[config.mk]
export PLATFORM = sky130hd
export DESIGN_NAME = smlm_mapper
export DESIGN_NICKNAME = d
export VERILOG_FILES = /design/src/rtl/smlm_lane_decode.v /design/src/rtl/smlm_phase_timer.v /design/src/rtl/smlm_mapper.v
export VERILOG_INCLUDE_DIRS = /design/src /design/src/rtl
export SDC_FILE = /design/constraint.sdc
export NUM_CORES = 1
export LEC_CHECK = 0
export BUFFER_PORTS_ARGS = -buffer_cell sky130_fd_sc_hd__buf_2
export CAP_MARGIN = 30
export CORE_AREA = 4 4 236 238
export CTS_BUF_LIST = sky130_fd_sc_hd__clkbuf_4 sky130_fd_sc_hd__clkbuf_8
export CTS_CLUSTER_DIAMETER = 40
export DETAILED_ROUTE_END_ITERATION = 16
export DIE_AREA = 0 0 240 242
export RECOVER_POWER = 100
export SLEW_MARGIN = 20
export SYNTH_ARGS = -nofsm -noshare
export SYNTH_HDL_FRONTEND = slang
export SYNTH_SLANG_ARGS = --single-unit
[constraint.sdc]
create_clock -name clk_in -period 5.4 [get_ports clk_in]
set_clock_uncertainty 0.1 [all_clocks]
set_input_delay 0.54 -clock clk_in [delete_from_list [all_inputs] [get_ports clk_in]]
set_output_delay 0.54 -clock clk_in [all_outputs]
set_load 0.02 [all_outputs]
[src/rtl/smlm_map.vh]
// Purpose: constants for the static memory lane mapper
// Assumes: 250 MHz clock, per-select settings arrive as plain ports
// Notes: widths and timing fields are in whole clock cycles
`ifndef SMLM_MAP_VH
`define SMLM_MAP_VH
`define SMLM_NUM_CS 8
`define SMLM_ADDR_W 26
`define SMLM_DATA_W 32
`define SMLM_TW 6
// bus width field encoding
`define SMLM_DBW_8 2'h0
`define SMLM_DBW_16 2'h1
`define SMLM_DBW_32 2'h2
// byte access type encoding
`define SMLM_BAT_SELECT 1'h0
`define SMLM_BAT_WRITE 1'h1
// boot select defaults: byte select, 16-bit
`define SMLM_BOOT_DBW 2'h1
`define SMLM_BOOT_BAT 1'h0
// slow clock mode fixed waveform (cycles)
`define SMLM_SLOW_SETUP 6'h01
`define SMLM_SLOW_PULSE 6'h04
`define SMLM_SLOW_CYCLE 6'h07
// largest page burst, in extra beats
`define SMLM_PAGE_MAX 6'h20
`endif

[src/rtl/smlm_lane_decode.v]
// Purpose: pin function multiplexing by width and access type
// Assumes: lane enables already decoded, strobes active high in
// Notes: purely combinational
`include "smlm_map.vh"
module smlm_lane_decode (
  input wire [1:0] width_in,
  input wire bat_in,
  input wire [3:0] lane_en_in,
  input wire [1:0] addr_lo_in,
  input wire addr_phase_in,
  input wire rd_act_in,
  input wire wr_act_in,
  output reg pin0_out,
  output reg pin1_out,
  output reg pin2_out,
  output reg pin3_out,
  output reg pin4_out,
  output reg rd_n_out
);
  wire bs_mode;
  assign bs_mode = (width_in != `SMLM_DBW_8) && (bat_in == `SMLM_BAT_SELECT);
  always @* begin
    rd_n_out = ~rd_act_in;
    pin0_out = 1'b1;
    pin1_out = ~wr_act_in;
    pin2_out = 1'b1;
    pin3_out = 1'b1;
    pin4_out = 1'b1;
    if (width_in == `SMLM_DBW_8) begin
      pin0_out = addr_lo_in[0];
      pin2_out = addr_lo_in[1];
    end else if (bs_mode) begin
      // lane selects follow address timing
      pin0_out = ~(addr_phase_in & lane_en_in[0]);
      pin2_out = 1'b1;
      pin3_out = ~(addr_phase_in & lane_en_in[1]);
      if (width_in == `SMLM_DBW_32) begin
        pin2_out = ~(addr_phase_in & lane_en_in[2]);
        pin4_out = ~(addr_phase_in & lane_en_in[3]);
      end else begin
        pin2_out = addr_lo_in[1];
      end
    end else begin
      // byte write: one strobe per lane, lane selects unused
      pin1_out = ~(wr_act_in & lane_en_in[0]);
      pin3_out = ~(wr_act_in & lane_en_in[1]);
      if (width_in == `SMLM_DBW_32) begin
        pin2_out = ~(wr_act_in & lane_en_in[2]);
        pin4_out = ~(wr_act_in & lane_en_in[3]);
      end else begin
        pin2_out = addr_lo_in[1];
      end
    end
  end
endmodule // smlm_lane_decode

[src/rtl/smlm_phase_timer.v]
// Purpose: setup / pulse window decode of the access count for one strobe
// Assumes: pulse at least one cycle
// Notes: active while count lies in [setup, setup+pulse)
`include "smlm_map.vh"
module smlm_phase_timer (
  input wire [`SMLM_TW-1:0] count_in,
  input wire [`SMLM_TW-1:0] setup_in,
  input wire [`SMLM_TW-1:0] pulse_in,
  output wire active_out,
  output wire last_out
);
  wire [`SMLM_TW:0] end_w;
  assign end_w = {1'b0, setup_in} + {1'b0, pulse_in};
  assign active_out = ({1'b0, count_in} >= {1'b0, setup_in}) && ({1'b0, count_in} < end_w);
  assign last_out = ({1'b0, count_in} + 7'h01) == end_w;
endmodule // smlm_phase_timer

[src/rtl/smlm_mapper.v]
// Purpose: static memory external interface, pin mapping and access timing
// Assumes: one access request at a time; settings stable during access
// Notes: settings are packed per select, select i in bits of slice i
// Contract
// - eight chip selects, 26-bit address bus
// - per-select width: 8, 16 or 32 bits
// - 64 Mbyte regions, small devices alias
// - significant address lines follow width
// - byte write or byte select per select
// - 16-bit byte write: two write strobes
// - 32-bit byte write: four lane strobes
// - byte select: lane selects, one write enable
// - lane selects ordered low to high byte
// - boot select never uses byte write
// - low address lines unused on wide buses
// - byte select leaves write strobes 1-3 idle
// - byte write leaves lane selects idle
// - shared pins change function with mode
// - wait input stretches current access
// - slow clock mode uses fixed waveforms
// - page-mode burst reads up to 32 extra beats
// - active-low strobes, bidirectional data bus
// - timings per select in whole cycles
// - lane selects timed like the address
`include "smlm_map.vh"
module smlm_mapper (
  input wire clk_in,
  input wire rst_in,
  input wire req_valid_in,
  input wire req_write_in,
  input wire [2:0] req_cs_in,
  input wire [25:0] req_addr_in,
  input wire [1:0] req_size_in,
  input wire [5:0] req_burst_in,
  input wire [31:0] req_wdata_in,
  input wire [15:0] bus_width_field_in,
  input wire [7:0] byte_access_type_in,
  input wire [47:0] rd_setup_in,
  input wire [47:0] rd_pulse_in,
  input wire [47:0] rd_cycle_in,
  input wire [47:0] cs_setup_in,
  input wire [47:0] cs_pulse_in,
  input wire [47:0] wr_setup_in,
  input wire [47:0] wr_pulse_in,
  input wire [47:0] wr_cycle_in,
  input wire slow_clock_in,
  input wire wait_request_n_in,
  input wire [31:0] data_in,
  output wire req_ready_out,
  output reg rsp_valid_out,
  output reg [31:0] rsp_rdata_out,
  output reg [7:0] chip_select_n_out,
  output reg [25:2] addr_out,
  output wire lane0_select_n_out,
  output wire write_enable_n_out,
  output wire lane1_select_n_out,
  output wire lane2_select_n_out,
  output wire lane3_select_n_out,
  output wire read_strobe_n_out,
  output reg [31:0] data_out,
  output reg data_oe_out
);
  localparam ST_IDLE = 2'h0;
  localparam ST_RUN = 2'h1;
  localparam ST_NEXT = 2'h2;
  localparam TW = `SMLM_TW;
  reg [1:0] state_r;
  reg [1:0] state_nxt;
  reg [TW-1:0] cnt_r;
  reg [2:0] cs_r;
  reg wr_r;
  reg [25:0] addr_r;
  reg [1:0] size_r;
  reg [5:0] beats_r;
  reg [31:0] wdata_r;
  reg [1:0] width_r;
  reg bat_r;
  reg [TW-1:0] rs_r;
  reg [TW-1:0] rp_r;
  reg [TW-1:0] cyc_r;
  reg [TW-1:0] ss_r;
  reg [TW-1:0] sp_r;
  reg [TW-1:0] ws_r;
  reg [TW-1:0] wp_r;
  reg [3:0] lane_en_r;
  reg [1:0] req_width;
  reg req_bat;
  reg [3:0] lane_en_nxt;
  wire strobe_act;
  wire strobe_last;
  wire cs_act;
  wire cs_last;
  wire waiting;
  wire cycle_end;
  wire sample_rd;
  wire [2:0] nbytes;
  wire [7:0] cs_n_nxt;
  // per select configuration, with the boot select forced legal
  genvar gi;
  wire [1:0] w_cfg [0:7];
  wire b_cfg [0:7];
  generate
    for (gi = 0; gi < `SMLM_NUM_CS; gi = gi + 1) begin : g_cfg
      // the unused width code 3 is handled as an 8-bit bus everywhere
      assign w_cfg[gi] = (bus_width_field_in[2*gi+1:2*gi] == 2'h3) ? `SMLM_DBW_8 :
        bus_width_field_in[2*gi+1:2*gi];
      // select 0 may boot: byte write is refused there
      if (gi == 0) begin : g_boot
        assign b_cfg[gi] = `SMLM_BAT_SELECT;
      end else begin : g_norm
        assign b_cfg[gi] = byte_access_type_in[gi];
      end
    end
  endgenerate
  always @* begin
    req_width = w_cfg[req_cs_in];
    req_bat = b_cfg[req_cs_in];
    lane_en_nxt = 4'h0;
    // decode addressed lanes from low address bits and size
    case (req_width)
      `SMLM_DBW_32: begin
        case (req_size_in)
          2'h0: lane_en_nxt = 4'h1 << req_addr_in[1:0];
          2'h1: lane_en_nxt = req_addr_in[1] ? 4'hc : 4'h3;
          default: lane_en_nxt = 4'hf;
        endcase
      end
      `SMLM_DBW_16: begin
        if (req_size_in == 2'h0) begin
          lane_en_nxt = req_addr_in[0] ? 4'h2 : 4'h1;
        end else begin
          lane_en_nxt = 4'h3;
        end
      end
      default: lane_en_nxt = 4'h1;
    endcase
  end
  assign nbytes = (width_r == `SMLM_DBW_32) ? 3'h4 : ((width_r == `SMLM_DBW_16) ? 3'h2 : 3'h1);
  assign req_ready_out = (state_r == ST_IDLE);
  // one timer for the read or write strobe, one for the chip select
  smlm_phase_timer u_strobe (
    .count_in(cnt_r),
    .setup_in(wr_r ? ws_r : rs_r),
    .pulse_in(wr_r ? wp_r : rp_r),
    .active_out(strobe_act),
    .last_out(strobe_last)
  );
  smlm_phase_timer u_cs (
    .count_in(cnt_r),
    .setup_in(ss_r),
    .pulse_in(sp_r),
    .active_out(cs_act),
    .last_out(cs_last)
  );
  // wait is honoured while the strobe pulse is low
  assign waiting = (state_r == ST_RUN) && strobe_act && !wait_request_n_in;
  assign cycle_end = (state_r == ST_RUN) && !waiting && (cnt_r + 6'h01 >= cyc_r);
  // read data sampled at the strobe's closing edge
  assign sample_rd = (state_r == ST_RUN) && !wr_r && !waiting && strobe_last;
  always @* begin
    state_nxt = state_r;
    case (state_r)
      ST_IDLE: if (req_valid_in) state_nxt = ST_RUN;
      ST_RUN: if (cycle_end) state_nxt = (beats_r != 6'h00) ? ST_NEXT : ST_IDLE;
      ST_NEXT: state_nxt = ST_RUN;
      default: state_nxt = ST_IDLE;
    endcase
  end
  assign cs_n_nxt = ~(8'h01 << cs_r);
  always @(posedge clk_in) begin
    if (rst_in) begin
      state_r <= ST_IDLE;
      cnt_r <= 6'h00;
      cs_r <= 3'h0;
      wr_r <= 1'b0;
      addr_r <= 26'h0000000;
      size_r <= 2'h0;
      beats_r <= 6'h00;
      wdata_r <= 32'h00000000;
      width_r <= `SMLM_BOOT_DBW;
      bat_r <= `SMLM_BOOT_BAT;
      rs_r <= 6'h00;
      rp_r <= 6'h01;
      cyc_r <= 6'h01;
      ss_r <= 6'h00;
      sp_r <= 6'h01;
      ws_r <= 6'h00;
      wp_r <= 6'h01;
      lane_en_r <= 4'h0;
      rsp_valid_out <= 1'b0;
      rsp_rdata_out <= 32'h00000000;
      chip_select_n_out <= 8'hff;
      addr_out <= 24'h000000;
      data_out <= 32'h00000000;
      data_oe_out <= 1'b0;
    end else begin
      state_r <= state_nxt;
      rsp_valid_out <= 1'b0;
      if (state_r == ST_IDLE && req_valid_in) begin
        cnt_r <= 6'h00;
        cs_r <= req_cs_in;
        wr_r <= req_write_in;
        addr_r <= req_addr_in;
        size_r <= req_size_in;
        // page burst of whole beats, up to 32 extra; a larger count gives a single beat
        beats_r <= req_write_in ? 6'h00 : ((req_burst_in > `SMLM_PAGE_MAX) ? 6'h00 : req_burst_in);
        wdata_r <= req_wdata_in;
        width_r <= req_width;
        bat_r <= req_bat;
        lane_en_r <= lane_en_nxt;
        if (slow_clock_in) begin
          // fixed slow-rate waveform replaces the programmed one
          rs_r <= `SMLM_SLOW_SETUP;
          rp_r <= `SMLM_SLOW_PULSE;
          ws_r <= `SMLM_SLOW_SETUP;
          wp_r <= `SMLM_SLOW_PULSE;
          ss_r <= 6'h00;
          sp_r <= `SMLM_SLOW_CYCLE;
          cyc_r <= `SMLM_SLOW_CYCLE;
        end else begin
          rs_r <= rd_setup_in[6*req_cs_in +: 6];
          rp_r <= rd_pulse_in[6*req_cs_in +: 6];
          ws_r <= wr_setup_in[6*req_cs_in +: 6];
          wp_r <= wr_pulse_in[6*req_cs_in +: 6];
          ss_r <= cs_setup_in[6*req_cs_in +: 6];
          sp_r <= cs_pulse_in[6*req_cs_in +: 6];
          cyc_r <= req_write_in ? wr_cycle_in[6*req_cs_in +: 6] : rd_cycle_in[6*req_cs_in +: 6];
        end
        // word-aligned upper address; low lines go through the shared pins
        addr_out <= req_addr_in[25:2];
      end else if (state_r == ST_RUN) begin
        if (!waiting) begin
          cnt_r <= cycle_end ? 6'h00 : cnt_r + 6'h01;
        end
      end else if (state_r == ST_NEXT) begin
        addr_r <= addr_r + {23'h000000, nbytes};
        addr_out <= addr_out_inc(addr_r, nbytes);
        beats_r <= beats_r - 6'h01;
      end
      // only once the new select and its timing are loaded, never the stale one
      chip_select_n_out <= ((state_r == ST_RUN) && cs_act) ? cs_n_nxt : 8'hff;
      if (state_r == ST_RUN && wr_r && cnt_r + 6'h01 == ws_r) begin
        data_out <= wdata_r;
        data_oe_out <= 1'b1;
      end else if (state_r == ST_RUN && wr_r && cnt_r == 6'h00 && ws_r == 6'h00) begin
        data_out <= wdata_r;
        data_oe_out <= 1'b1;
      end else if (cycle_end || state_r == ST_IDLE) begin
        data_oe_out <= 1'b0;
      end
      if (sample_rd) begin
        rsp_rdata_out <= data_in;
      end
      if (cycle_end) begin
        rsp_valid_out <= 1'b1;
      end
    end
  end
  function [23:0] addr_out_inc;
    input [25:0] a;
    input [2:0] n;
    reg [25:0] s;
    begin
      s = a + {23'h000000, n};
      addr_out_inc = s[25:2];
    end
  endfunction
  wire [1:0] addr_lo;
  wire strobe_rd;
  wire strobe_wr;
  wire pin_wr_n;
  assign addr_lo = addr_r[1:0];
  assign strobe_rd = (state_r == ST_RUN) && !wr_r && strobe_act;
  assign strobe_wr = (state_r == ST_RUN) && wr_r && strobe_act;
  smlm_lane_decode u_lanes (
    .width_in(width_r),
    .bat_in(bat_r),
    .lane_en_in(lane_en_r),
    .addr_lo_in(addr_lo),
    .addr_phase_in(state_r == ST_RUN),
    .rd_act_in(strobe_rd),
    .wr_act_in(strobe_wr),
    .pin0_out(lane0_select_n_out),
    .pin1_out(pin_wr_n),
    .pin2_out(lane2_select_n_out),
    .pin3_out(lane1_select_n_out),
    .pin4_out(lane3_select_n_out),
    .rd_n_out(read_strobe_n_out)
  );
  assign write_enable_n_out = pin_wr_n;
endmodule // smlm_mapper

* After elaboration in Yosys (flattened, before gate mapping)
Index checks and enable logic that the tools add are counted.
Cells by class: $add $sub $neg 6, $mul 1, div/mod/pow operators 0, $lt $le $gt $ge 7, equality and inequality tests 20, shift operators 10, multiplexer cells 67, bitwise logic cells 23, reduce and logical (&&, ||, !) cells 37
Operators with widths (number):
- $shiftx A48 B7 Y6 | 8
- $mux W6 | 16
- $mux W26 | 3
- $mux W24 | 3
- $mux W32 | 2
- $mux W2 | 16
- $add A26 B3 Y26 | 1
- $eq A2 B2 Y1 const B | 11
- $mux W1 | 20
- $ge A6 B6 Y1 | 3
- $logic_and A1 B1 Y1 | 18
- $pmux W4 S2 | 2
- $add A6 B6 Y7 | 2
- $lt A6 B7 Y1 | 2
- $not A1 Y1 | 13
- $logic_not A6 Y1 | 2
- $and A1 B1 Y1 | 8
- $eq A2 B1 Y1 const B | 4
- $not A8 Y8 | 1
- $shl A1 B3 Y8 const A | 1
- $add A6 B1 Y7 const B | 1
- $eq A7 B7 Y1 | 1
- $add A6 B1 Y6 const B | 1
- $bmux W2 S3 | 1
- 20 further kinds | 31
Word-level totals: bits in registers 223, latch bits 0, memory bits (writable) 0, memory bits (read-only) 0, input port bits 515, output and inout port bits 105, word-level logic and storage cells 194, memories 0

* Logic depth before layout (Yosys ltp)
word-level depth 13, depth in mapped cells 17, gate-level depth less buffers 14

* Modules after synthesis
A second synthesis with hierarchy kept.
Unflattened totals: cell total of the unflattened synthesis 1515, area total of the unflattened synthesis 13725.7 µm²
Modules (own cells, without submodules):
- smlm_mapper | times used 1, cells each 1351, area each 12339.3 µm², seq. area each 3983.8 µm²
- smlm_phase_timer | times used 2, cells each 76, area each 645.6 µm², seq. area each 0.0 µm²
- smlm_lane_decode | times used 1, cells each 12, area each 95.1 µm², seq. area each 0.0 µm²

* Worst setup path after synthesis
Ideal clock, no wire load.
path type register to output, from register wr_r, to output lane2_select_n_out, arrival 3.866 ns, data required time 4.760 ns, path slack 0.894 ns, stages on the path, launching flop included 15, buffers on the path 2, path through dfxtp_1 clkbuf_1 buf_1 mux2_2 ha_1 fa_1 a211o_1 o21ai_0 xor2_1 ha_1 or3_1 o21ai_0 o311ai_0 a21oi_1 a31oi_1
On the way: longest elaborated chain between the ends 10, elaborated cells between the ends (all ways) 13, classes of those cells add/sub (1); order compare (2); mux (5); bitwise (2); reduce/logical (3)
RTL lines:
- start: declaration | RTL line smlm_mapper.v:71 | reg wr_r;
- start signal: assignment | RTL line smlm_mapper.v:202 | wr_r <= req_write_in;
- $mux W6, on equally long branches | RTL line smlm_mapper.v:143, smlm_mapper.v:144
- $add A6 B6 Y7 | RTL line smlm_phase_timer.v:13 | assign end_w = {1'b0, setup_in} + {1'b0, pulse_in};
- $lt A6 B7 Y1 | RTL line smlm_phase_timer.v:14 | assign active_out = ({1'b0, count_in} >= {1'b0, setup_in}) && ({1'b0, count_in} < end_w);
- $logic_and A1 B1 Y1 | RTL line smlm_phase_timer.v:14
- $logic_and A1 B1 Y1 * | RTL line smlm_mapper.v:274 | assign strobe_wr = (state_r == ST_RUN) && wr_r && strobe_act;
- $and A1 B1 Y1 * | RTL line smlm_lane_decode.v:48 | pin2_out = ~(wr_act_in & lane_en_in[2]);
- $not A1 Y1 * | RTL line smlm_lane_decode.v:48
- $mux W1 * | RTL line smlm_lane_decode.v:47 | if (width_in == `SMLM_DBW_32) begin
- $mux W1 * | RTL line smlm_lane_decode.v:32 | end else if (bs_mode) begin
- $mux W1 * | RTL line smlm_lane_decode.v:29 | if (width_in == `SMLM_DBW_8) begin
- end: declaration | RTL line smlm_mapper.v:57 | output wire lane2_select_n_out,
Mark *: on every way between the ends. The rest lies on a longest branch, timed or not.

* Worst setup path in the final report
Ends and elaborated chain as after synthesis.

==> qor.txt <==
Run status = finished with violations
Failing checks = capacitance limit, slew limit
Net Switching = 1220 uW
Seq cells post-synth = 199
Clk sinks = 199
Antenna-violating nets left = 0
Crit path buffers/inverters = 3
Pins over their slew limit = 158
Vias = 12,550
Comb power frac = 0.278
Synth Flop Type = dfxtp_1
FF-to-FF path depth = 15
Hold Crit Class = in2reg
Final core utilization = 0.306
Maximum level of the CTS H-tree = 4
Leakage power = 0.00687 uW
Worst path max stage delay = 0.47 ns
Netlist cell types = 69
Worst Path Max Fanout = 9
Arr. time, crit path = 4.44 ns
RePlAce Congestion = 0.917
Worst skew pair latency = 0.56 ns
Sequential-to-total area share from yosys stat = 0.317
# port buffers = 618
Avg WL per Cell = 20.6 microns
Slowest-stage cell, CP = dfxtp_2
Worst-Margin Slew = 2.56 ns
RR Endpoint = rsp_rdata_out[29]$_SDFFE_PP0P_
Number of global-route vias before repair = 12,849
Maximum clock rate = 197 MHz
Fin. Hold Viols = 0
Post-Route WL = 53.0 mm
Syn nets = 1,880
Flop-to-flop setup slack = 0.47 ns
Nets = 2,418
Total GRT Usage = 0.175
Hold Path Depth = 3
Startpoint types = register
Crit-path leading delay family = compound AO/OA/AOI/OAI gates
Die Y = 242 microns
Starting Density = 0.234
TritonCTS clock tree = yes
Max-cap viol count = 4
Cell Area, Synth = 12,500 sq um
Pwr dens = 219 nW/um^2
DR vias/cell = 4.89
Hold Path End = wdata_r[0]$_SDFFE_PP0P_
Row Count = 85
Synth Area per Inst = 9.58 sq um
Cell Int Power = 2380 uW
Die X = 240 microns
Synth Warn # = 0
WS Path Type = reg2out
DIE AREA = 58,100 sq um
Post-DP HPWL = 43.5 mm
Endpoints failing setup = 0
TritonCTS buffer count = 17
Placeable Area = 53,600 sq um
EDFF count, synth = 0
Largest net degree at the start of global routing = 84
Area growth from synthesis to layout = 30.9%
# IOs = 620
Peak VDD IR = 0.000156 V
Cell mode on critical path = o21ai_0
Ordered cell list for the critical path = buf_4 -> mux2i_1 -> inv_1 -> fa_1 -> a211o_1 -> o21ai_0 -> xor2_1 -> ha_1 -> or3_1 -> o21ai_0 -> o311ai_2 -> a21oi_2 -> a31oi_1 -> buf_2
Critical hold path startpoint = req_wdata_in[0]
DR iter-0 viols = 707
Max clock buf depth = 2
Drt drc = 0
First-pass GRT wire length = 77.5 mm
Root Driver = clkbuf_8
CP endpoint kind = primary output
Asr flop ratio synth = 0
Crit path time final = 5.08 ns
Clk pwr share = 0.275
RR Startpoint = wr_r$_SDFFE_PP0P_
Initial DRT Pass Iterations = 4
RSZ-0062 raised after global routing = no
Final Cycle Share = 0.941
Sequential power share = 0.447
Clock-pin transition on the worst setup and hold timing paths = 0.12 ns
Slew headroom = -0.717
Congestion Overflow GR = 0
Share of layout cells above drive strength 1 = 0.370
Worst path required time = 4.76 ns
Antenna violations before repair = 17
Switching share of power = 0.340
Setup_tns = 0 ns
Cells after Synth = 1,310
## layer usage
layer / track usage / vias to the layer above / routed length [microns]
met4: 0.0669 / 10 / 1870
li1: - / 5864 / -
met2: 0.302 / 478 / 26200
met5: 0 / - / 58
met3: 0.0441 / 91 / 3570
met1: 0.209 / 6107 / 21200
## sequential cells by signal, summed over array words and instances, names as in the netlist, 3 cells and up
register / flops
wp_r: 6
cs_r: 3
data_out: 32
rp_r: 6
beats_r: 6
chip_select_n_out: 8
cyc_r: 6
sp_r: 6
ss_r: 6
ws_r: 6
wdata_r: 32
rs_r: 6
lane_en_r: 4
rsp_rdata_out: 32
addr_out: 24
cnt_r: 6
## power by group through the flow
stage / Clock (uW) / Sequential [uW] / Combinational [uW]
final: 989 / 1610 / 1000
after global routing: 1080 / 1620 / 1110
after CTS: 1030 / 1610 / 1020
after detailed placement: 0 / 1640 / 1020
after global placement: 0 / 1640 / 997
after floorplan: 0 / 1640 / 613
## placed cells by master, fill, tap and decap left out, types with 6 or more instances in the layout
cell type | Yosys | routed
buf_2 | 11 | 510
dfxtp_1 | 199 | 198
nand2_1 | 145 | 146
nor2_1 | 143 | 142
mux2i_1 | 103 | 103
mux4_2 | 103 | 103
clkbuf_1 | 59 | 103
a21oi_1 | 90 | 89
o21ai_0 | 53 | 54
ha_1 | 52 | 52
inv_1 | 45 | 45
a211oi_1 | 22 | 22
nor3_1 | 22 | 22
nor2b_1 | 18 | 18
clkbuf_8 | 0 | 18
nand4_1 | 14 | 14
nand3_1 | 13 | 13
xor2_1 | 12 | 12
a21o_1 | 12 | 12
buf_4 | 24 | 12
diode_2 | 0 | 11
nand2b_1 | 11 | 11
o22ai_1 | 10 | 10
xnor2_1 | 9 | 9
mux2_2 | 8 | 8
a22oi_1 | 7 | 7
o31ai_1 | 6 | 6
a2111oi_0 | 6 | 6
## worst max-delay path by stage
stage / startpoint / to / depth (start not counted)
6_report: wr_r$_SDFFE_PP0P_ / lane2_select_n_out / 14
5_1_grt: wr_r$_SDFFE_PP0P_ / lane2_select_n_out / 14
4_1_cts: wr_r$_SDFFE_PP0P_ / lane2_select_n_out / 13
3_5_place_dp: wr_r$_SDFFE_PP0P_ / lane2_select_n_out / 13
2_1_floorplan: wr_r$_SDFFE_PP0P_ / lane2_select_n_out / 14
3_3_place_gp: wr_r$_SDFFE_PP0P_ / lane2_select_n_out / 14
## cell families (layout without fill, tap and decap cells)
logic type / after synthesis / in the layout / share of synthesized area
compound gates: 253 / 253 / 0.127
xor+xnor: 25 / 25 / 0.0214
fa+ha+maj: 55 / 55 / 0.0566
buf+inv: 161 / 712 / 0.0582
flops: 199 / 199 / 0.317
mux: 214 / 214 / 0.274
other cells: 0 / 11 / 0
simple gates: 403 / 403 / 0.145
## synth_stat cells (24+ instances only)
master / count / area [sq um]
ha_1: 52 / 651
a21oi_1: 90 / 450
dfxtp_1: 199 / 3980
clkbuf_1: 59 / 221
inv_1: 45 / 169
nand2_1: 145 / 544
o21ai_0: 53 / 265
mux4_2: 103 / 2320
mux2i_1: 103 / 1030
nor2_1: 143 / 537
buf_4: 24 / 180
## worst register-to-register path, cell delays in order (launching register included)
cell	delay, ns
dfxtp_2	0.47
buf_4	0.24
mux2_2	0.39
ha_1	0.30
a211oi_2	0.23
o21bai_1	0.11
a21oi_1	0.31
xnor2_1	0.17
ha_1	0.22
or3_1	0.12
o21ai_0	0.16
o311ai_2	0.39
nor4b_1	0.31
clkbuf_2	0.88
mux2i_1	0.36
nor2_1	0.06
## final cells by class
class / count / area [sq um]
Fill cell: 5724 / 37200
Multi-Input combinational cell: 950 / 7830
Sequential cell: 199 / 3990
Timing Repair Buffer: 635 / 3140
Tap cell: 696 / 871
Clock buffer: 18 / 248
Inverter: 45 / 169
Clock inverter: 14 / 155
Antenna cell: 11 / 27.5
## per-stage QoR
step | cell area [sq um] | power [uW] | std cells | hold slack [ns] | worst slack (ns)
3_5_place_dp | 16100 | 2660 | 2523 | 0.348 | 0.371
4_1_cts | 16500 | 3670 | 2555 | 0.0361 | 0.0105
3_3_place_gp | 16100 | 2630 | 2520 | 0.341 | 0.362
5_1_grt | 16400 | 3810 | 2564 | 0.0635 | 0.0188
2_1_floorplan | 12500 | 2250 | 1310 | 0.320 | 0.894
6_report | 16400 | 3600 | 2568 | 0.105 | 0.317
## repair_timing
item                                    4_1_cts  5_1_grt
hold buffers                                  0        0
resized for setup                             2        3
endpoints found under the setup margin        3        4
pin swaps                                     0        1
hold endpoints to repair                      0        0
buffers inserted                              0        0
No activity file was read; power rests on OpenSTA's default activity.
